$ cat src/rtl/icc_consts.svh
// Purpose: Constants for the core interrupt control CSR block.
// Assumes: CSR addresses are 12 bits, data is 32 bits.
// Notes: Offsets, field positions and reset values live here; bits 1:0 and one-bit resets are written in place.
`ifndef ICC_CONSTS_SVH
`define ICC_CONSTS_SVH
// ==========================================================
// CSR addresses
`define ICC_A_MSTAT 12'h300
`define ICC_A_TVEC 12'h305
`define ICC_A_UVIEW 12'h800
`define ICC_A_ISC 12'h804
`define ICC_A_FCFG 12'hbc0
`define ICC_A_NEST 12'hbc1
// ==========================================================
// Field positions
`define ICC_B_GIE 3
`define ICC_B_PGIE 7
`define ICC_B_PPL 11
`define ICC_B_PPH 12
`define ICC_B_SKIP 5
`define ICC_B_NEST_OK 1
`define ICC_B_ACS 0
`define ICC_B_FNMI 7
`define ICC_B_UVIEW 5
`define ICC_B_LOOP 3
`define ICC_B_JUMP 2
`define ICC_B_OVF 30
`define ICC_B_DEPL 8
`define ICC_B_DEPH 11
`define ICC_B_SEV 5
`define ICC_B_SEVP 4
`define ICC_B_W2E 3
`define ICC_B_DEEP 2
`define ICC_B_SOE 1
// ==========================================================
// Fixed and reset values
`define ICC_ISC_FIXED 32'h0000_0002
`define ICC_FETCH_RST 2'h1
`define ICC_FETCH_OFF 2'h0
`define ICC_LIM_ON 2'h1
`define ICC_LIM_OFF 2'h0
`define ICC_PRIV_U 2'h0
`define ICC_PRIV_M 2'h3
`define ICC_DEP0 4'h0
`define ICC_DEP1 4'h1
`define ICC_DEP2 4'h3
`define ICC_DEP3 4'h7
`define ICC_TVEC_ZMASK 32'hffff_fc03
`define ICC_VEC_BASE 32'h0000_0000
`define ICC_LOOP_FULL 9'h080
`define ICC_LOOP_PART 9'h100
`endif

$ cat src/rtl/icc_pkg.sv
// Purpose: Types for the core interrupt control CSR block.
// Assumes: Used with icc_consts.svh.
// Notes: Request and event groups travel as packed structs.
package icc_pkg;
   // CSR request from the pipeline.
   typedef struct packed {
      logic valid;
      logic write;
      logic [11:0] addr;
      logic [31:0] wdata;
      logic machine;
   } icc_csr_req_type;
   // Pipeline trap and wait events.
   typedef struct packed {
      logic irq_entry;
      logic irq_exit;
      logic exc_return;
      logic wait_event;
      logic wait_sleep;
      logic core_fault;
      logic nmi_entry;
   } icc_evt_type;
   // Low-power verdict for the pipeline.
   typedef enum logic [1:0] {icc_run_type_run, icc_run_type_sleep, icc_run_type_deep}
      icc_lp_type;
   typedef enum {icc_awake, icc_waiting} icc_wait_state_type;
endpackage : icc_pkg

$ cat src/rtl/icc_csr_core.sv
// Purpose: Interrupt control, wait and fetch policy CSRs inside the core.
// Assumes: One clock, async active-low reset; requests come from core logic.
// Notes: Answers appear one cycle after a valid request.
//        Policy outputs follow their registers one edge later.
`include "icc_consts.svh"
`timescale 1ns/1ns
`default_nettype none
module icc_csr_core
   import icc_pkg::*;
(
   // Clock and reset
   input wire logic core_clk,
   input wire logic resetn,
   // CSR access
   input wire icc_csr_req_type csr_req,
   output logic csr_ack,
   output logic csr_fault,
   output logic [31:0] csr_rdata,
   // Pipeline events
   input wire icc_evt_type evt,
   input wire logic [31:0] irq_pending,
   input wire logic [31:0] sys_ctrl_wdata,
   input wire logic sys_ctrl_we,
   // Controls to the pipeline
   output logic wake_pulse,
   output logic [1:0] lp_mode,
   output logic resume_main,
   output logic restore_ctx,
   output logic raise_nmi,
   output logic raise_exc,
   output logic [1:0] return_priv,
   output logic vector_mode,
   output logic vector_absolute,
   output logic [31:0] vector_base,
   output logic loop_boost,
   output logic branch_boost,
   output logic [1:0] fetch_policy,
   output logic [3:0] nest_depth
);
   // ==========================================================
   // State
   // Status enables and trap return state.
   logic gie;
   logic pgie;
   logic [1:0] ppriv;

   // Interrupt system control bits.
   logic skip_once;
   logic acs;

   // Fetch configuration bits.
   logic fnmi;
   logic uview;
   logic lboost;
   logic jboost;
   logic [1:0] fpol;

   // Nesting limit and sticky overflow flag.
   logic [1:0] nlim;
   logic ovf;

   // System control bits and the remembered wake event.
   logic sev_pend;
   logic w2e;
   logic deep;
   logic soe;
   logic event_latch;
   icc_wait_state_type wstate;

   // Last cycle's pending lines.
   logic [31:0] pend_q;
   // Trap vector; only the two mode bits are writable.
   logic [31:0] tvec;

   // Decoded request and event terms.
   logic wr;
   logic machine_only;
   logic ok;
   logic new_pend;
   logic sev_now;
   logic ovf_now;

   // A wait instruction; the sleep form is folded in when asked.
   logic do_wait;
   assign do_wait = evt.wait_event | (evt.wait_sleep & w2e);

   // Request decode; only the user view is open below machine mode.
   assign wr = csr_req.valid & csr_req.write;
   assign machine_only = (csr_req.addr != `ICC_A_UVIEW);
   // Machine-only registers refuse any lower-privilege access.
   assign ok = csr_req.machine | ~machine_only;
   // A line counts once, on the first cycle it reads pending.
   assign new_pend = |(irq_pending & ~pend_q);
   assign sev_now = sys_ctrl_we & sys_ctrl_wdata[`ICC_B_SEV];
   // Overflow only when a second-level handler faults or takes an NMI.
   assign ovf_now = (nest_depth == `ICC_DEP2) & (evt.core_fault | evt.nmi_entry);

   // ==========================================================
   // System control bits written over the core's store path.
   always_ff @(posedge core_clk or negedge resetn) begin
      if (!resetn) begin
         sev_pend <= 1'b0;
         w2e <= 1'b0;
         deep <= 1'b0;
         soe <= 1'b0;
      end else if (sys_ctrl_we) begin
         // The group is rewritten whole; software keeps bits by read-modify-write.
         sev_pend <= sys_ctrl_wdata[`ICC_B_SEVP];
         w2e <= sys_ctrl_wdata[`ICC_B_W2E];
         deep <= sys_ctrl_wdata[`ICC_B_DEEP];
         soe <= sys_ctrl_wdata[`ICC_B_SOE];
      end
   end

   // Previous pending vector to spot newly pending lines.
   // Reset clears it, so lines pending at release count as new.
   always_ff @(posedge core_clk or negedge resetn) begin
      if (!resetn) begin
         pend_q <= 32'h0;
      end else begin
         pend_q <= irq_pending;
      end
   end

   // ==========================================================
   // Event wait: a remembered event lets the next wait finish at once.
   always_ff @(posedge core_clk or negedge resetn) begin
      if (!resetn) begin
         wstate <= icc_awake;
         event_latch <= 1'b0;
         wake_pulse <= 1'b0;
      end else begin
         wake_pulse <= 1'b0;
         case (wstate)
            icc_awake: begin
               // A remembered event ends the wait at once and is used up.
               if (do_wait) begin
                  if (event_latch | sev_now | (sev_pend & new_pend)) begin
                     event_latch <= 1'b0;
                     wake_pulse <= 1'b1;
                  end else begin
                     wstate <= icc_waiting;
                  end
               end else if (sev_now | (sev_pend & new_pend)) begin
                  // No wait in progress, so keep it for the next wait.
                  event_latch <= 1'b1;
               end
            end
            icc_waiting: begin
               // Only a fresh event ends a wait already in progress.
               if (sev_now | (sev_pend & new_pend)) begin
                  wstate <= icc_awake;
                  wake_pulse <= 1'b1;
               end
            end
            // An illegal state falls back to awake rather than hang.
            default: wstate <= icc_awake;
         endcase
      end
   end

   // Low-power verdict for waits and handler returns.
   always_ff @(posedge core_clk or negedge resetn) begin
      if (!resetn) begin
         lp_mode <= icc_run_type_run;
         resume_main <= 1'b0;
      end else begin
         // The verdict stands until a wake pulse returns the core to run.
         resume_main <= evt.irq_exit & ~soe;
         if ((do_wait & ~event_latch) | (evt.irq_exit & soe)) begin
            lp_mode <= deep ? icc_run_type_deep : icc_run_type_sleep;
         end else if (wake_pulse) begin
            // A wait that meets a remembered event never leaves run.
            lp_mode <= icc_run_type_run;
         end
      end
   end

   // ==========================================================
   // Status enables and prior privilege.
   always_ff @(posedge core_clk or negedge resetn) begin
      if (!resetn) begin
         gie <= 1'b0;
         pgie <= 1'b0;
         ppriv <= `ICC_PRIV_U;
      end else if (evt.irq_entry) begin
         // Events outrank a same-cycle write to the enables.
         pgie <= gie;
         gie <= 1'b0;
      end else if (evt.irq_exit | evt.exc_return) begin
         gie <= pgie;
      end else if (wr & ok & (csr_req.addr == `ICC_A_MSTAT)) begin
         gie <= csr_req.wdata[`ICC_B_GIE];
         pgie <= csr_req.wdata[`ICC_B_PGIE];
         // Reserved encodings are kept out so return is always defined.
         if ((csr_req.wdata[`ICC_B_PPH:`ICC_B_PPL] == `ICC_PRIV_U) ||
             (csr_req.wdata[`ICC_B_PPH:`ICC_B_PPL] == `ICC_PRIV_M)) begin
            ppriv <= csr_req.wdata[`ICC_B_PPH:`ICC_B_PPL];
         end
      end else if (wr & uview & (csr_req.addr == `ICC_A_UVIEW)) begin
         gie <= csr_req.wdata[`ICC_B_GIE];
         pgie <= csr_req.wdata[`ICC_B_PGIE];
      end
   end

   // Interrupt system control bits.
   always_ff @(posedge core_clk or negedge resetn) begin
      if (!resetn) begin
         skip_once <= 1'b0;
         acs <= 1'b0;
      end else if (evt.irq_exit) begin
         // The exit wins over a skip written in the same cycle.
         skip_once <= 1'b0;
      end else if (wr & ok & (csr_req.addr == `ICC_A_ISC)) begin
         skip_once <= csr_req.wdata[`ICC_B_SKIP];
         acs <= csr_req.wdata[`ICC_B_ACS];
      end
   end

   // Trap vector mode bits; the base field is fixed.
   always_ff @(posedge core_clk or negedge resetn) begin
      if (!resetn) begin
         tvec <= `ICC_VEC_BASE;
      end else if (wr & ok & (csr_req.addr == `ICC_A_TVEC)) begin
         // Bits 9:2 stay zero whatever is written.
         tvec <= (`ICC_VEC_BASE | {30'h0, csr_req.wdata[1:0]}) & `ICC_TVEC_ZMASK;
      end
   end

   // Fetch configuration.
   always_ff @(posedge core_clk or negedge resetn) begin
      if (!resetn) begin
         fnmi <= 1'b0;
         uview <= 1'b0;
         lboost <= 1'b0;
         jboost <= 1'b0;
         fpol <= `ICC_FETCH_RST;
      end else if (wr & ok & (csr_req.addr == `ICC_A_FCFG)) begin
         // Reserved bits 6 and 4 are not stored.
         fnmi <= csr_req.wdata[`ICC_B_FNMI];
         uview <= csr_req.wdata[`ICC_B_UVIEW];
         lboost <= csr_req.wdata[`ICC_B_LOOP];
         jboost <= csr_req.wdata[`ICC_B_JUMP];
         // Reserved policies are dropped so the pipeline sees a known mode.
         if ((csr_req.wdata[1:0] == `ICC_FETCH_OFF) ||
             (csr_req.wdata[1:0] == `ICC_FETCH_RST)) begin
            fpol <= csr_req.wdata[1:0];
         end
      end
   end

   // ==========================================================
   // Nesting limit, depth and overflow flag.
   always_ff @(posedge core_clk or negedge resetn) begin
      if (!resetn) begin
         nlim <= `ICC_LIM_OFF;
      end else if (wr & ok & (csr_req.addr == `ICC_A_NEST)) begin
         // Values 10 and 11 fold to one level, so readback shows the limit.
         nlim <= (csr_req.wdata[1:0] == `ICC_LIM_OFF) ? `ICC_LIM_OFF : `ICC_LIM_ON;
      end
   end

   // Nesting depth; an exception entry is a level as well.
   always_ff @(posedge core_clk or negedge resetn) begin
      if (!resetn) begin
         nest_depth <= `ICC_DEP0;
      end else if ((evt.irq_entry | evt.nmi_entry | evt.core_fault) & ~evt.irq_exit) begin
         // A fault at depth two reaches 0111, the overflow code.
         // Depth is a thermometer code: shift in a one per level.
         if (nest_depth != `ICC_DEP3) begin
            nest_depth <= {nest_depth[2:0], 1'b1};
         end
      end else if (evt.irq_exit & ~(evt.irq_entry | evt.nmi_entry | evt.core_fault)) begin
         // No way back out once overflowed.
         if (nest_depth != `ICC_DEP3) begin
            nest_depth <= {1'b0, nest_depth[3:1]};
         end
      end
   end

   // Set wins over a write-one clear in the same cycle.
   always_ff @(posedge core_clk or negedge resetn) begin
      if (!resetn) begin
         ovf <= 1'b0;
      end else if (ovf_now) begin
         ovf <= 1'b1;
      end else if (wr & ok & (csr_req.addr == `ICC_A_NEST) &
                   csr_req.wdata[`ICC_B_OVF]) begin
         // Writing zero to the flag leaves it as it is.
         ovf <= 1'b0;
      end
   end

   // Hardware error routing.
   // Nesting overflow is the only hardware error this block knows.
   always_ff @(posedge core_clk or negedge resetn) begin
      if (!resetn) begin
         raise_nmi <= 1'b0;
         raise_exc <= 1'b0;
         restore_ctx <= 1'b0;
      end else begin
         raise_nmi <= ovf_now & fnmi;
         raise_exc <= ovf_now & ~fnmi;
         // The restore is held off by skip_once or a cleared enable.
         restore_ctx <= evt.irq_exit & acs & ~skip_once;
      end
   end

   // ==========================================================
   // Read mux; reserved bits read zero, nesting_allowed reads one.
   // A refused or unmapped access reads zero, so nothing leaks.
   always_ff @(posedge core_clk or negedge resetn) begin
      if (!resetn) begin
         csr_ack <= 1'b0;
         csr_fault <= 1'b0;
         csr_rdata <= 32'h0;
      end else begin
         csr_ack <= csr_req.valid & ok;
         csr_fault <= csr_req.valid & ~ok;
         csr_rdata <= 32'h0;
         if (csr_req.valid & ok & ~csr_req.write) begin
            case (csr_req.addr)
               `ICC_A_MSTAT, `ICC_A_UVIEW: begin
                  csr_rdata <= ({30'h0, ppriv} << `ICC_B_PPL) |
                     ({31'h0, pgie} << `ICC_B_PGIE) |
                     ({31'h0, gie} << `ICC_B_GIE);
               end
               `ICC_A_TVEC: csr_rdata <= tvec;
               `ICC_A_ISC: begin
                  csr_rdata <= `ICC_ISC_FIXED | ({31'h0, skip_once} << `ICC_B_SKIP) |
                     ({31'h0, acs} << `ICC_B_ACS);
               end
               `ICC_A_FCFG: begin
                  // Reserved bits 6 and 4 read zero.
                  csr_rdata <= {24'h0, fnmi, 1'b0, uview, 1'b0, lboost, jboost, fpol};
               end
               `ICC_A_NEST: begin
                  csr_rdata <= ({31'h0, ovf} << `ICC_B_OVF) |
                     ({28'h0, nest_depth} << `ICC_B_DEPL) |
                     {30'h0, nlim};
               end
               default: csr_rdata <= 32'h0;
            endcase
         end
      end
   end

   // Policy outputs registered for the fetch and trap logic.
   // Every output comes from a flop, at the cost of one edge of lag.
   always_ff @(posedge core_clk or negedge resetn) begin
      if (!resetn) begin
         return_priv <= `ICC_PRIV_U;
         vector_mode <= 1'b0;
         vector_absolute <= 1'b0;
         vector_base <= `ICC_VEC_BASE;
         loop_boost <= 1'b0;
         branch_boost <= 1'b0;
         fetch_policy <= `ICC_FETCH_RST;
      end else begin
         return_priv <= ppriv;
         vector_mode <= tvec[0];
         vector_absolute <= tvec[1];
         // The mask keeps the mode bits out of the base.
         vector_base <= tvec & ~32'h3;
         loop_boost <= lboost;
         branch_boost <= jboost;
         fetch_policy <= fpol;
      end
   end
endmodule : icc_csr_core
`default_nettype wire

$ cat config.mk
export PLATFORM = sky130hd
export DESIGN_NAME = icc_csr_core
export DESIGN_NICKNAME = d
export VERILOG_FILES = /design/src/rtl/icc_pkg.sv /design/src/rtl/icc_csr_core.sv
export VERILOG_INCLUDE_DIRS = /design/src /design/src/rtl
export SDC_FILE = /design/constraint.sdc
export NUM_CORES = 1
export LEC_CHECK = 0
export BUFFER_PORTS_ARGS = -buffer_cell sky130_fd_sc_hd__buf_4
export CAP_MARGIN = 5
export CORE_MARGIN = 10
export CORE_UTILIZATION = 45
export DETAILED_ROUTE_END_ITERATION = 8
export PLACE_DENSITY = 0.8
export SLEW_MARGIN = 0
export SYNTH_ARGS = -nofsm -noshare
export SYNTH_HDL_FRONTEND = slang
export SYNTH_SLANG_ARGS = --single-unit
$ cat constraint.sdc
create_clock -name core_clk -period 1.5 [get_ports core_clk]
set_clock_uncertainty 0.15 [all_clocks]
set_input_delay 0.075 -clock core_clk [delete_from_list [all_inputs] [get_ports core_clk]]
set_output_delay 0.075 -clock core_clk [all_outputs]
set_load 0.03 [all_outputs]
* After elaboration in Yosys (flattened, before gate mapping)
Cells that the tools add are included.
** Storage, ports and cells
- Bits in registers :: 139
- Bits of input ports :: 121
- Output and inout port bits :: 85
- Logic and storage cells :: 161
** Cells by class
- Eq/ne operators :: 17
- Multiplexer cells :: 33
- Bitwise gates (word level) :: 54
- Reductions and logical operators :: 21
** Operator list (number)
- $pmux W32 S5 :: 1
- $mux W32 :: 4
- $pmux W32 S2 :: 1
- $eq A12 B12 Y1 const B :: 4
- $and A32 B32 Y32 :: 1
- $eq A32 B1 Y1 const B :: 1
- $logic_not A32 Y1 :: 1
- $not A32 Y32 :: 1
- $reduce_or A32 Y1 :: 1
- $or A31 B12 Y31 :: 1
- $or A31 B2 Y31 :: 1
- $and A1 B1 Y1 :: 26
- $eq A12 B10 Y1 const B :: 2
- $mux W1 :: 19
- $mux W4 :: 4
- $or A13 B4 Y13 :: 1
- $or A13 B8 Y13 :: 1
- $ne A12 B12 Y1 const B :: 1
- $not A1 Y1 :: 11
- $or A1 B1 Y1 :: 10
- $reduce_bool A2 Y1 :: 5
- $ne A2 B2 Y1 const B :: 4
- $reduce_and A2 Y1 :: 4
- $mux W2 :: 3
- 14 further kinds :: 17

* Logic depth before layout (Yosys ltp)
Gate-level depths: netlist (run 1).
- Word-level depth :: 8
- Depth in mapped cells :: 6

* Worst setup path after synthesis (run 1)
No wires, ideal clock.
- Kind :: input -> register
- From :: input port csr_req[34] in the netlist's numbering
- To :: register ppriv[0]
- Setup time :: 0.125 ns
- Data arrival time :: 1.327 ns
- Data required time :: 1.225 ns
- Slack :: -0.102 ns
- Stages :: 5
- Buffers on the path :: 0
- Path through :: or2_1 -> or3_1 -> or4_1 -> nor2_1 -> a211oi_1
** On the way
- Word-level cells in the longest chain between the ends :: 6
- Elaborated cells between the ends (all ways) :: 7
** Ends and longest elaborated chain
- start: declaration :: RTL line icc_csr_core.sv:15 : input wire icc_csr_req_type csr_req,
- $ne A12 B12 Y1 (no line)
- $not A1 Y1 :: RTL line icc_csr_core.sv:91 : assign ok = csr_req.machine | ~machine_only;
- $or A1 B1 Y1 :: RTL line icc_csr_core.sv:91
- $and A1 B1 Y1 :: RTL line icc_csr_core.sv:192 : end else if (wr & ok & (csr_req.addr == `ICC_A_MSTAT)) begin
- $and A1 B1 Y1 * :: RTL line icc_csr_core.sv:192
- $reduce_and A4 Y1 (no line) *
- end signal: assignment :: RTL line icc_csr_core.sv:185 : ppriv <= `ICC_PRIV_U;
- end signal: assignment :: RTL line icc_csr_core.sv:198 : ppriv <= csr_req.wdata[`ICC_B_PPH:`ICC_B_PPL];
- end: declaration :: RTL line icc_csr_core.sv:45 : logic [1:0] ppriv;
Mark *: on every way between the ends. The rest lies on a longest branch, timed or not.
A chain may end at the register's enable or synchronous reset.

* Worst setup path after layout (run 1)
- From :: input port irq_pending[20]
- To :: register wake_pulse
** On the way
- Word-level cells in the longest chain between the ends :: 7
- Elaborated cells between the ends (all ways) :: 9
** Ends and longest elaborated chain
- start: declaration :: RTL line icc_csr_core.sv:21 : input wire logic [31:0] irq_pending,
- $and A32 B32 Y32 * :: RTL line icc_csr_core.sv:93 : assign new_pend = |(irq_pending & ~pend_q);
- $reduce_or A32 Y1 * :: RTL line icc_csr_core.sv:93
- $and A1 B1 Y1 * :: RTL line icc_csr_core.sv:138, icc_csr_core.sv:151
- $or A1 B1 Y1 :: RTL line icc_csr_core.sv:138 : if (event_latch | sev_now | (sev_pend & new_pend)) begin
- $mux W1 :: RTL line icc_csr_core.sv:138
- $mux W1 :: RTL line icc_csr_core.sv:137 : if (do_wait) begin
- $pmux W1 S2 * :: RTL line icc_csr_core.sv:134 : case (wstate)
- end signal: assignment :: RTL line icc_csr_core.sv:131 : wake_pulse <= 1'b0;
- end signal: assignment :: RTL line icc_csr_core.sv:133 : wake_pulse <= 1'b0;
- end signal: assignment :: RTL line icc_csr_core.sv:140 : wake_pulse <= 1'b1;
- end: declaration :: RTL line icc_csr_core.sv:25 : output logic wake_pulse,
Marked as above.

==> metrics list, run 1 <==
- Relative to the synthesized area, the layout overhead comes to 49.41%.
- The worst setup path is captured at a flip-flop.
* Most used routing layer in global routing: met2
- In this run the standard cell core region covers 8217 µm².
* Critical path peak fanout: 3
- Total setup violations reported at the end of the flow: 3
- Of all flip-flops after synthesis, the portion carrying an async set or reset was 1.000.
* Number of enable flip-flop cells after synthesis: 0
* Final Hold Slack: 0.04336 ns
- Clock-pin slew was measured on the worst setup and hold paths at around 0.09 ns.
- Netlist area before placement: between 3000 and 4000 µm²
* Detailed-routing iteration count for the pre-antenna-repair pass: 4
- Detailed placement ended at an HPWL of 7.934 mm.
* Detailed router's first-iteration violation count: 122
- The critical path is of the primary input to flip-flop type.
- Dividing the detail-routed via count by the number of cells gives 4.849.
* Global Route Usage Sum: 0.1741
- Final count of pins violating max slew: 0
* Minimum clock period after layout: between 1.5 and 2 ns
* Post-Synth Simple-Gate Area: 0.1302
* Global-route wire length before repair: roughly 18 mm
* Final hold vios: 0
- At the end of routability-driven placement, the weighted congestion stood at 0.8482.
* M3 GR Usage: 0.05378
* Remaining routing DRC violations: 0
* Number of vias after detailed routing: 3,186
* Post-synthesis sequential area ratio: 0.5711
- Of the total synthesized cell area, the portion taken by XOR and XNOR cells is 0.
- Worst path required time: 1.57 ns
* Maximum buffer depth of the clock tree: 2
- Layout cells sized above 1: 0.3460
- Outcome: complete, but fails checks
* Crit path setup slack, layout: -0.04119 ns
- Static timing analysis puts the maximum clock frequency at roughly 0.65 GHz.
- Cts bufs inserted: 9
- Worst-Margin Slew: around 0.61 ns
* Setup tns final: -0.09131 ns
- Crit path DAT: 1.61 ns
* Setup repair after global routing missed its margin: true
* Violations in the final reports: setup timing
- Total die area: between 10,000 and 15,000 µm²
* Sink Count: 87
* Pwr per Cell Area: 940.8 nW/µm²
- In this run, placement finished with an instance count of 575.
- For the worst-skew pair, the clock arrives at the later sink with an insertion delay of 0.35 ns.
- Number of antenna violations at the first check in global routing: 0
- Top library cells by usage in the layout, fill and taps aside: sky130_fd_sc_hd__buf_4, sky130_fd_sc_hd__dfrtp_1, sky130_fd_sc_hd__dlygate4sd3_1
* Maximum number of pins on one net before global-route repair: 33
- Port buffering added 103 buffers.
- The min-delay analysis places its worst path in the category primary input to flip-flop.
- Number of warnings printed during yosys synthesis: 0
- In the synthesized netlist, the number of instances is 337.
* Cell at the root of the clock tree: sky130_fd_sc_hd__clkbuf_8
- IR analysis of the VDD net gives a maximum drop of 507.2 µV.
- Dominant combinational cell family by area after synthesis: buffers and inverters
* Post-route standard cell area excluding fillers: 5702 µm²
* Total congestion overflow after global routing: 0
* Crit share post-route: 1.027
- TritonCTS built the clock tree.
- Most frequent standard cell in the layout excluding fill and tap cells: sky130_fd_sc_hd__buf_4
- Met2 track demand over resource in global routing: 0.3028
- Boundary pin count: 206
- After the last flow step, the layout net total stands at 669.
- Synth unique cells: 54
- Max-cap violations in this run came to 0.
- In this run the cell area measured after placement is 4783 µm².
- Total routed wirelength: 11.95 mm
- DR WL/cell: 18.18 µm
- The floorplan has 33 rows.
- H-tree depth reported by CTS: 3
* Non-filler cells in the finished layout: 657
* Mean post-synth cell area: 11.32 µm²
* Tightest slew margin relative to the limit: 0.5881
- Of the total synthesized cell area, the portion taken by full adders, half adders and majority gates is 0.003279.
* Leak pwr: around 3.0 nW
- The detail route stage leaves a number of antenna-violating nets equal to 0.
- Multiplexer area fraction after synthesis: 0.04754
* Fraction of met1 tracks used by global routing: 0.1968
- The via count of the first global-routing pass was about 3,500.
* Count of inserted antenna diode cells: 0
- Post-synth top flop: sky130_fd_sc_hd__dfrtp_1
* Count of state elements after synthesis: 87
- Y dimension of the die: 112.1 µm
- Type of origin of the critical path: primary input
- Starting density of the core: 0.4644
- Measured along the x axis, the die boundary spans 112.1 µm.
- Share of the synthesized area in compound gates (AO/OA/AOI/OAI): 0.1000
-- state kept, by name, summed over array words and instances, names as in the netlist, 2 cells and up --
signal / count
ppriv: 2
fetch_policy: 2
fpol: 2
nest_depth: 4
pend_q: 32
csr_rdata: 12
tvec: 2
return_priv: 2
lp_mode: 2
-- path summary, 6_finish.rpt --
check                                       endpoint  slack [ns]            startpoint  depth (start not counted)
max                             wake_pulse$_DFF_PN0_       -0.04       irq_pending[20]                          7
min                            resume_main$_DFF_PN0_        0.04                evt[5]                          4
max reg2reg                     wake_pulse$_DFF_PN0_       -0.02  pend_q[18]$_DFF_PN0_                          4
min reg2reg                fetch_policy[0]$_DFF_PN1_        0.23   fpol[0]$_DFFE_PN1P_                          0
max in group asynchronous      vector_mode$_DFF_PN0_        0.63                resetn                          3
min in group asynchronous        pend_q[3]$_DFF_PN0_        0.05                resetn                          2
-- worst max-delay path: stages --
cell	delay, ns
sky130_fd_sc_hd__dlygate4sd3_1	0.56
sky130_fd_sc_hd__buf_4	0.15
sky130_fd_sc_hd__inv_1	0.04
sky130_fd_sc_hd__o22ai_1	0.08
sky130_fd_sc_hd__nor4_2	0.33
sky130_fd_sc_hd__a41o_1	0.27
sky130_fd_sc_hd__a32oi_1	0.10
-- Yosys cell counts, types with 3 or more instances --
| cell | n | share of area |
|---|---|---|
| sky130_fd_sc_hd__a211oi_1 | 3 | 0.0059 |
| sky130_fd_sc_hd__a21oi_1 | 7 | 0.0092 |
| sky130_fd_sc_hd__a22oi_1 | 4 | 0.0079 |
| sky130_fd_sc_hd__and3_1 | 9 | 0.015 |
| sky130_fd_sc_hd__buf_4 | 52 | 0.10 |
| sky130_fd_sc_hd__dfrtp_1 | 85 | 0.56 |
| sky130_fd_sc_hd__inv_1 | 42 | 0.041 |
| sky130_fd_sc_hd__mux2_2 | 9 | 0.027 |
| sky130_fd_sc_hd__mux2i_1 | 5 | 0.013 |
| sky130_fd_sc_hd__nand2_1 | 14 | 0.014 |
| sky130_fd_sc_hd__nand3_1 | 3 | 0.0039 |
| sky130_fd_sc_hd__nor2_1 | 21 | 0.021 |
| sky130_fd_sc_hd__nor3_1 | 5 | 0.0066 |
| sky130_fd_sc_hd__nor3b_1 | 3 | 0.0059 |
| sky130_fd_sc_hd__nor4_1 | 7 | 0.011 |
| sky130_fd_sc_hd__o21ai_0 | 5 | 0.0066 |
| sky130_fd_sc_hd__o22ai_1 | 16 | 0.026 |
-- power breakdown --
group / switching (mW) / internal, mW
sequential: 0.125 / 2.48
clock: 0.815 / 0.823
combinational: 0.638 / 0.481
-- logic make-up after synthesis --
| family | Yosys count |
|---|---|
| simple gates | 82 |
| buf+inv | 97 |
| fa+ha+maj | 1 |
| flops | 87 |
| other cells | 1 |
| mux | 16 |
| compound gates | 53 |
-- layer usage --
layer	wire (µm)	up-vias	share of wire
li1	-	1470	-
met1	4690	1546	0.39
met2	6192	146	0.52
met3	760	24	0.064
met4	304	0	0.025
met5	0	-	0
-- what timing repair did --
item / 4_1_cts / 5_1_grt
gates resized for setup: 0 / 17
endpoints found under the setup margin: 0 / 6
endpoints found under the hold margin: 147 / 4
setup buffers: 0 / 1
hold buffers: 61 / 4
-- metrics by stage --
step	setup slack [ns]	utilization	power, mW
final	-0.04119	0.6939	5.364
after global routing	-0.04429	0.6939	5.606
after CTS	0.008721	0.6807	5.341
after detailed placement	-0.2785	0.5822	3.581
after global placement	-0.2328	0.5822	3.542
after floorplan	-0.08907	-	3.225
-- area by class of cell --
type,instances,area [µm²]
clock inverters,4,53.80
flip-flops and latches,87,2180
well taps,105,131.4
repair buffers,202,1702
clock buffers,12,145.1
multi-input cells,204,1329
inverters,43,161.4
fillers,606,2515
Power figures use the tool's default switching activity.
==> run 2, diff against run 1 <==
Settings changed: CORE_ASPECT_RATIO set to 0.8, SKIP_CTS_REPAIR_TIMING set to 1.
==> metrics list, run 2 (synthesis gave the netlist of run 1 again) <==
* Cell at the root of the clock tree: sky130_fd_sc_hd__clkbuf_8
- Largest registers: pend_q: 32 flops, csr_rdata: 12 flops, nest_depth: 4 flops
- The first TritonRoute pass finished after 4 iterations.
* Number of vias after detailed routing: 3,140
* Largest register FFs: 32
- CP Class: flip-flop to flip-flop
* Die W: 123.0 µm
* Total congestion overflow after global routing: 0
- Worst-Skew Late Latency: 0.35 ns
- The checks that failed: setup timing.
* Pwr per Cell Area: 1008 nW/µm²
* Placer's final routability congestion estimate: 0.8453
* DPL Wire Length: around 8.4 mm
- Outcome: complete, but fails checks
* Starting density of the core: 0.4716
- Clock slew at the register clock pins of the worst setup and hold paths: about 0.090 ns
- Via count of the first global-routing pass: between 3,000 and 4,000
- Type of destination of the critical path: flip-flop
- For the pin with the worst max-slew slack, the measured transition is 0.5328 ns.
* Worst hold path class: primary input to flip-flop
* Total die area: 12,590 µm²
- Setup repair after global routing missed its margin: true
- Data on the critical path arrives at its endpoint at 1.62 ns.
* Global Route Usage Sum: 0.1579
- Worst path required time: 1.57 ns
* Crit share post-route: 1.031
* Maximum Capacitance Violations: 0
- Sink Count: 87
- H-tree depth reported by CTS: 3
* Number of antenna violations at the first check in global routing: 0
- Setup violations remaining at the end of the flow were counted as 3.
- Setup tns final: -0.07646 ns
- Measured against its own limit, the worst slew margin works out to 0.6409.
* Layout cells sized above 1: 0.3315
- Setup slack on the critical path of the routed design comes to -0.04621 ns.
* Detailed router's first-iteration violation count: 170
- Maximum number of pins on one net before global-route repair: 30
* Top reg by flops: pend_q
* Total routed wirelength: 11.71 mm
- Leaving out fill and tap cells, the most frequent cell in the layout is sky130_fd_sc_hd__buf_4.
* Type of origin of the critical path: flip-flop
- Remaining antenna violation count after routing: 0
- Fmax: 0.6467 GHz
* Post-route standard cell area excluding fillers: 5652 µm²
- From synthesis to final layout, the design area changed by 48.10%.
- CTS tree: built
- In the final routed layout, each cell accounts on average for 17.98 µm.
- Remaining routing DRC violations: 0
- Core area: ~8100 µm²
- Peak supply drop: 656.2 µV
- In the routed layout, each cell is associated on average with a via count of 4.823.
* Final count of pins violating max slew: 0
* Maximum buffer depth of the clock tree: 2
* Cts bufs inserted: 9
- The first global-routing pass estimated 15.59 mm of wire.
* Critical path peak fanout: 3
- Leaving out fill and tap cells, the most frequent cells in the layout are sky130_fd_sc_hd__buf_4, sky130_fd_sc_hd__dfrtp_1, sky130_fd_sc_hd__dlygate4sd3_1.
- In this run the count of I/O pins placed on the die edge is between 200 and 250.
* Number of rows in the core area: 29
- Leak pwr: 2.930 nW
- The number of antenna diodes in the final layout is 0.
- Power comes to 5.698 mW.
- The number of hold-slack violations in the final timing report was 0.
- Minimum clock period after layout: 1.546 ns
* Total of buffers placed on input and output ports: 103
- Post-Place Cell Area: 4770 µm²
* Layout net count: 660
* Y dimension of the die: 102.4 µm
## run 2: cell types whose count changed in the layout (fill, tap and decap cells not counted), moves of 3 or more
cell and delta:
sky130_fd_sc_hd__buf_4 -5, sky130_fd_sc_hd__dlymetal6s4s_1 -4, sky130_fd_sc_hd__inv_1 +3, sky130_fd_sc_hd__inv_2 -3
## run 2: path summary, 6_finish.rpt
path / from / endpoint / slack, ns / cells after the start
worst min register to register: fpol[0]$_DFFE_PN1P_ / fetch_policy[0]$_DFF_PN1_ / 0.24 / 0
min in group asynchronous: resetn / pend_q[30]$_DFF_PN0_ / 0.06 / 2
worst min-delay path: evt[0] / raise_exc$_DFF_PN0_ / 0.05 / 3
worst max register to register: pend_q[3]$_DFF_PN0_ / wake_pulse$_DFF_PN0_ / -0.05 / 5
worst max-delay path: pend_q[3]$_DFF_PN0_ / wake_pulse$_DFF_PN0_ / -0.05 / 5
max in group asynchronous: resetn / csr_rdata[0]$_DFF_PN0_ / 0.64 / 3
## run 2: power by group
| part | leakage [nW] | total [mW] | switching, mW | internal, mW |
|---|---|---|---|---|
| sequential | 1.10 | 2.61 | 0.123 | 2.48 |
| combinational | 1.70 | 1.09 | 0.632 | 0.462 |
| clock | 0.125 | 2.00 | 0.872 | 1.13 |
## run 2: cell type report
type,count,area (µm²)
inverters,43,161.4
flip-flops and latches,87,2180
well taps,108,135.1
clock buffers,9,123.9
clock inverters,7,125.1
fillers,579,2440
repair buffers,193,1624
multi-input cells,204,1303
## run 2: layer usage
| layer | up-vias | wire length (µm) | track usage |
|---|---|---|---|
| li1 | 1445 | - | - |
| met1 | 1548 | 4386 | 0.1784 |
| met2 | 128 | 6338 | 0.2869 |
| met3 | 19 | 693 | 0.03526 |
| met4 | 0 | 290 | 0.05696 |
| met5 | - | 0 | 0 |
## run 2: critical path: stages, from the launching register on
cell and delay [ns]:
sky130_fd_sc_hd__dfrtp_1 0.34, sky130_fd_sc_hd__o22ai_1 0.07, sky130_fd_sc_hd__nor4_1 0.32, sky130_fd_sc_hd__buf_4 0.18
sky130_fd_sc_hd__a41o_1 0.23, sky130_fd_sc_hd__a32oi_2 0.13
## run 2: per-stage QoR
step / instances / util / setup WS [ns] / hold WS (ns)
global placement: 574 / 0.5895 / -0.2826 / -0.1252
finish: 651 / 0.6985 / -0.04621 / 0.04546
detailed placement: 574 / 0.5895 / -0.3517 / -0.1159
global route: 651 / 0.6985 / -0.1306 / 0.02541
CTS: 590 / 0.6202 / -0.02413 / -0.5068
floorplan: 388 / - / -0.08907 / -0.3706
==> run 3, diff against run 2 <==
Settings changed: ABC_AREA set to 1, TNS_END_PERCENT set to 100.
==> metrics list, run 3 <==
* Mean post-synth cell area: 8.879 µm²
- Placer's final routability congestion estimate: 0.8621
- Top library cells by usage in the layout, fill and taps aside: sky130_fd_sc_hd__buf_4, sky130_fd_sc_hd__nand2_1, sky130_fd_sc_hd__dfrtp_1
- Total die area: 13,000 µm²
- Number of warnings printed during yosys synthesis: 0
- Yosys attributes the largest share of cell area to sky130_fd_sc_hd__dfrtp_1, sky130_fd_sc_hd__buf_4, sky130_fd_sc_hd__nand2_1, sky130_fd_sc_hd__inv_1, sky130_fd_sc_hd__nor2_1.
- Largest register FFs: 32
* Post-synth top flop: sky130_fd_sc_hd__dfrtp_1
- Count of state elements after synthesis: 87
- Dividing the final minimum period by the clock period gives 0.9853.
- Number of vias after detailed routing: 3,294
* DR WL/cell: 14.46 µm
- Peak per-stage delay on the critical path: 0.56 ns
- Maximum number of pins on one net before global-route repair: 88
- For the final routed database, the setup TNS stands at 0 ns.
- Global routing finished with a remaining overflow of 0.
* Core area: 8521 µm²
- Uppermost signal routing layer after detailed routing: met4
* Remaining antenna violation count after routing: 0
* CTS tree: built
* Worst hold path class: primary input to flip-flop
- After routing the design area is between 5000 and 6000 µm².
- After detailed routing, the number of vias per cell comes to about 4.4.
- The critical path is of the flip-flop to flip-flop type.
* Cell type group with the largest total delay on the critical path: buffers and inverters
* Most instantiated library cell after synthesis: sky130_fd_sc_hd__nand2_1
- Clock tree synthesis found a total of 87 sinks.
- For this configuration, the core starts out at a cell density of 0.4658.
- After detailed routing, the number of remaining DRC violations is 0.
- Via count of the first global-routing pass: 3,185
- Outcome: complete, but fails checks
* Routed length on met3: approximately 600 µm
- Number of instances in the synthesized netlist: 447
- The filler cells instantiated in the layout total 644.
* Netlist area before placement: 3969 µm²
- H-tree depth reported by CTS: 3
- Largest registers: pend_q: 32 flops, csr_rdata: 12 flops, nest_depth: 4 flops
- DPL Wire Length: between 7 and 8 mm
- Final count of pins violating max slew: 0
- The number of clock buffers added by TritonCTS is 9.
* Buffers plus inverters on the worst setup path: 1
- For this run, the register share of the synthesized area comes to 0.5492.
* Type of destination of the critical path: flip-flop
- Critical-path cell list: mux2_2, dlygate4sd3_1
- Final Hold Slack: -0.05655 ns
- Top post-synthesis cells by count: sky130_fd_sc_hd__nand2_1, sky130_fd_sc_hd__dfrtp_1, sky130_fd_sc_hd__inv_1, sky130_fd_sc_hd__buf_4, sky130_fd_sc_hd__nor2_1
* Post-synthesis async set-or-reset flop share: 1.000
* Y dimension of the die: 104 µm
- Detailed router's first-iteration violation count: 173
* Maximum buffer depth of the clock tree: 2
* Synth unique cells: 31
- Setup violations remaining at the end of the flow were counted as 0.
* Area added between synthesis and finish: 40.42%
* Leak pwr: 3.003 nW
- The number of hold-slack violations in the final timing report is 1.
- For this run, the top clock speed supported by timing is 0.6766 GHz.
- Minimum clock period after layout: 1.478 ns
* Worst R2R Setup Slack: 0.02 ns
* Peak supply drop: roughly 740 µV
- Total routed wirelength: 10.75 mm
* Detailed-routing iteration count for the pre-antenna-repair pass: 4
- The biggest area contributor in the post-synthesis netlist is sky130_fd_sc_hd__dfrtp_1.
- Fraction of the core area covered by cells at the end of the flow: 0.6540
- Violations in the final reports: hold timing
* Global-route wire length before repair: 15.47 mm
- For this run, the total global-route usage over all layers was measured as 0.1434.
- In the final layout, the share of cells above drive strength 1 is 0.2500.
- Critical-path top delay cell: sky130_fd_sc_hd__dlygate4sd3_1
* Number of enable flip-flop cells after synthesis: 0
- In this run the worst path has a maximum fanout of 2.
- Clock tree synthesis selected as its root buffer the cell sky130_fd_sc_hd__clkbuf_8.
- In this run the count of I/O pins placed on the die edge is between 200 and 250.
* Clock slew at the register clock pins of the worst setup and hold paths: 0.09 ns
* Number of antenna violations at the first check in global routing: 3
* Top reg by flops: pend_q
- Crit path DAT: 1.55 ns
- Number of rows in the core area: 30
- In this run the cell area measured after placement is approximately 4700 µm².
- Pwr per Cell Area: 1000 nW/µm²
- Of the post-synthesis cell area, the dominant cell type holds 0.5359.
* Worst path required time: 1.57 ns
* Type of origin of the critical path: flip-flop
* Met2 WL: around 5.4 mm
- Die W: between 100 and 150 µm
- Total of buffers placed on input and output ports: 103
- At the later pin of the worst-skew pair, clock insertion delay measures between 0.3 and 0.4 ns.
- At the end of the flow, the number of nets in the layout was around 750.
* M1 wire length: 4.521 mm
- The library cell used most frequently in the layout, excluding fill and tap cells, is sky130_fd_sc_hd__buf_4.
- Maximum Capacitance Violations: 0
- Setup repair after global routing could not meet its margin everywhere.
==> run 3: cell types whose count changed in the layout (fill, tap and decap cells not counted), moves of 5 or more <==
cell                      delta
sky130_fd_sc_hd__nand2_1    +88
sky130_fd_sc_hd__buf_4      -25
sky130_fd_sc_hd__inv_1      +25
sky130_fd_sc_hd__nor2_1     +22
sky130_fd_sc_hd__o21ai_0    +21
sky130_fd_sc_hd__o22ai_1    -16
sky130_fd_sc_hd__nand3_1    +11
sky130_fd_sc_hd__and3_1      -9
sky130_fd_sc_hd__nand2_2     +8
sky130_fd_sc_hd__mux2_2      -6
sky130_fd_sc_hd__nor4_1      -6
sky130_fd_sc_hd__mux2i_1     -5
sky130_fd_sc_hd__nor2_2      +5
sky130_fd_sc_hd__nor3_2      +5
==> run 3: layer usage <==
metal / track usage / vias to the layer above
li1: - / 1619
met1: 0.1809 / 1525
met2: 0.2323 / 128
met3: 0.04177 / 22
met4: 0.04187 / 0
met5: 0 / -
==> run 3: logic make-up after synthesis <==
family                   count (synthesis)  synth area share
buffers and inverters                  124            0.1665
flip-flops                              87            0.5492
adder cells (fa/ha/maj)                  1          0.003152
XOR/XNOR                                 1          0.002207
AO/OA/AOI/OAI                           40           0.05422
other                                    1         0.0009449
AND/OR/NAND/NOR                        190            0.2153
multiplexers                             3          0.008511
==> run 3: layout make-up <==
cell class / instances / area (µm²) / share of cell area
Inverter: 71 / 266.5 / 0.04782
Sequential cell: 87 / 2180 / 0.3911
Tap cell: 112 / 140.1 / 0.02515
Timing Repair Buffer: 167 / 1416 / 0.2542
Clock inverter: 5 / 88.84 / 0.01594
Antenna cell: 3 / 7.507 / 0.001347
Clock buffer: 11 / 141.4 / 0.02537
Multi-Input combinational cell: 287 / 1333 / 0.2391
==> run 3: worst reg2reg max path, cell delays in order, from the launching register on <==
cell,delay [ns]
sky130_fd_sc_hd__dfrtp_1,0.40
sky130_fd_sc_hd__mux2_2,0.26
sky130_fd_sc_hd__dlygate4sd3_1,0.56
==> run 3: report_power, final <==
part           total [mW]  internal, mW  leakage (nW)  switching (mW)
clock                1.85          1.01         0.116           0.847
combinational        1.15         0.435          1.83           0.710
sequential           2.58          2.48          1.06          0.0920
total                5.57          3.92          3.00            1.65
==> run 3: path summary, 6_finish.rpt <==
check                                    start                   endpoint  cells past startpoint
max                            w2e$_DFFE_PN0P_            w2e$_DFFE_PN0P_                      2
min                                     evt[6]            gie$_DFFE_PN0P_                      4
max reg2reg                    w2e$_DFFE_PN0P_            w2e$_DFFE_PN0P_                      2
min reg2reg                tvec[1]$_DFFE_PN0P_  vector_absolute$_DFF_PN0_                      0
max in group asynchronous               resetn  fetch_policy[0]$_DFF_PN1_                      3
min in group asynchronous               resetn          csr_ack$_DFF_PN0_                      3
==> run 3: metrics by stage <==
stage	hold WS [ns]	total power [mW]	worst slack, ns	instances
2_1_floorplan	-0.3706	3.293	0.1149	498
3_3_place_gp	-0.005636	3.587	0.01732	664
3_5_place_dp	0.003192	3.619	-0.05087	664
4_1_cts	-0.3904	5.478	0.04065	680
5_1_grt	0.005635	5.860	-0.04654	743
6_report	-0.05655	5.574	0.02201	743
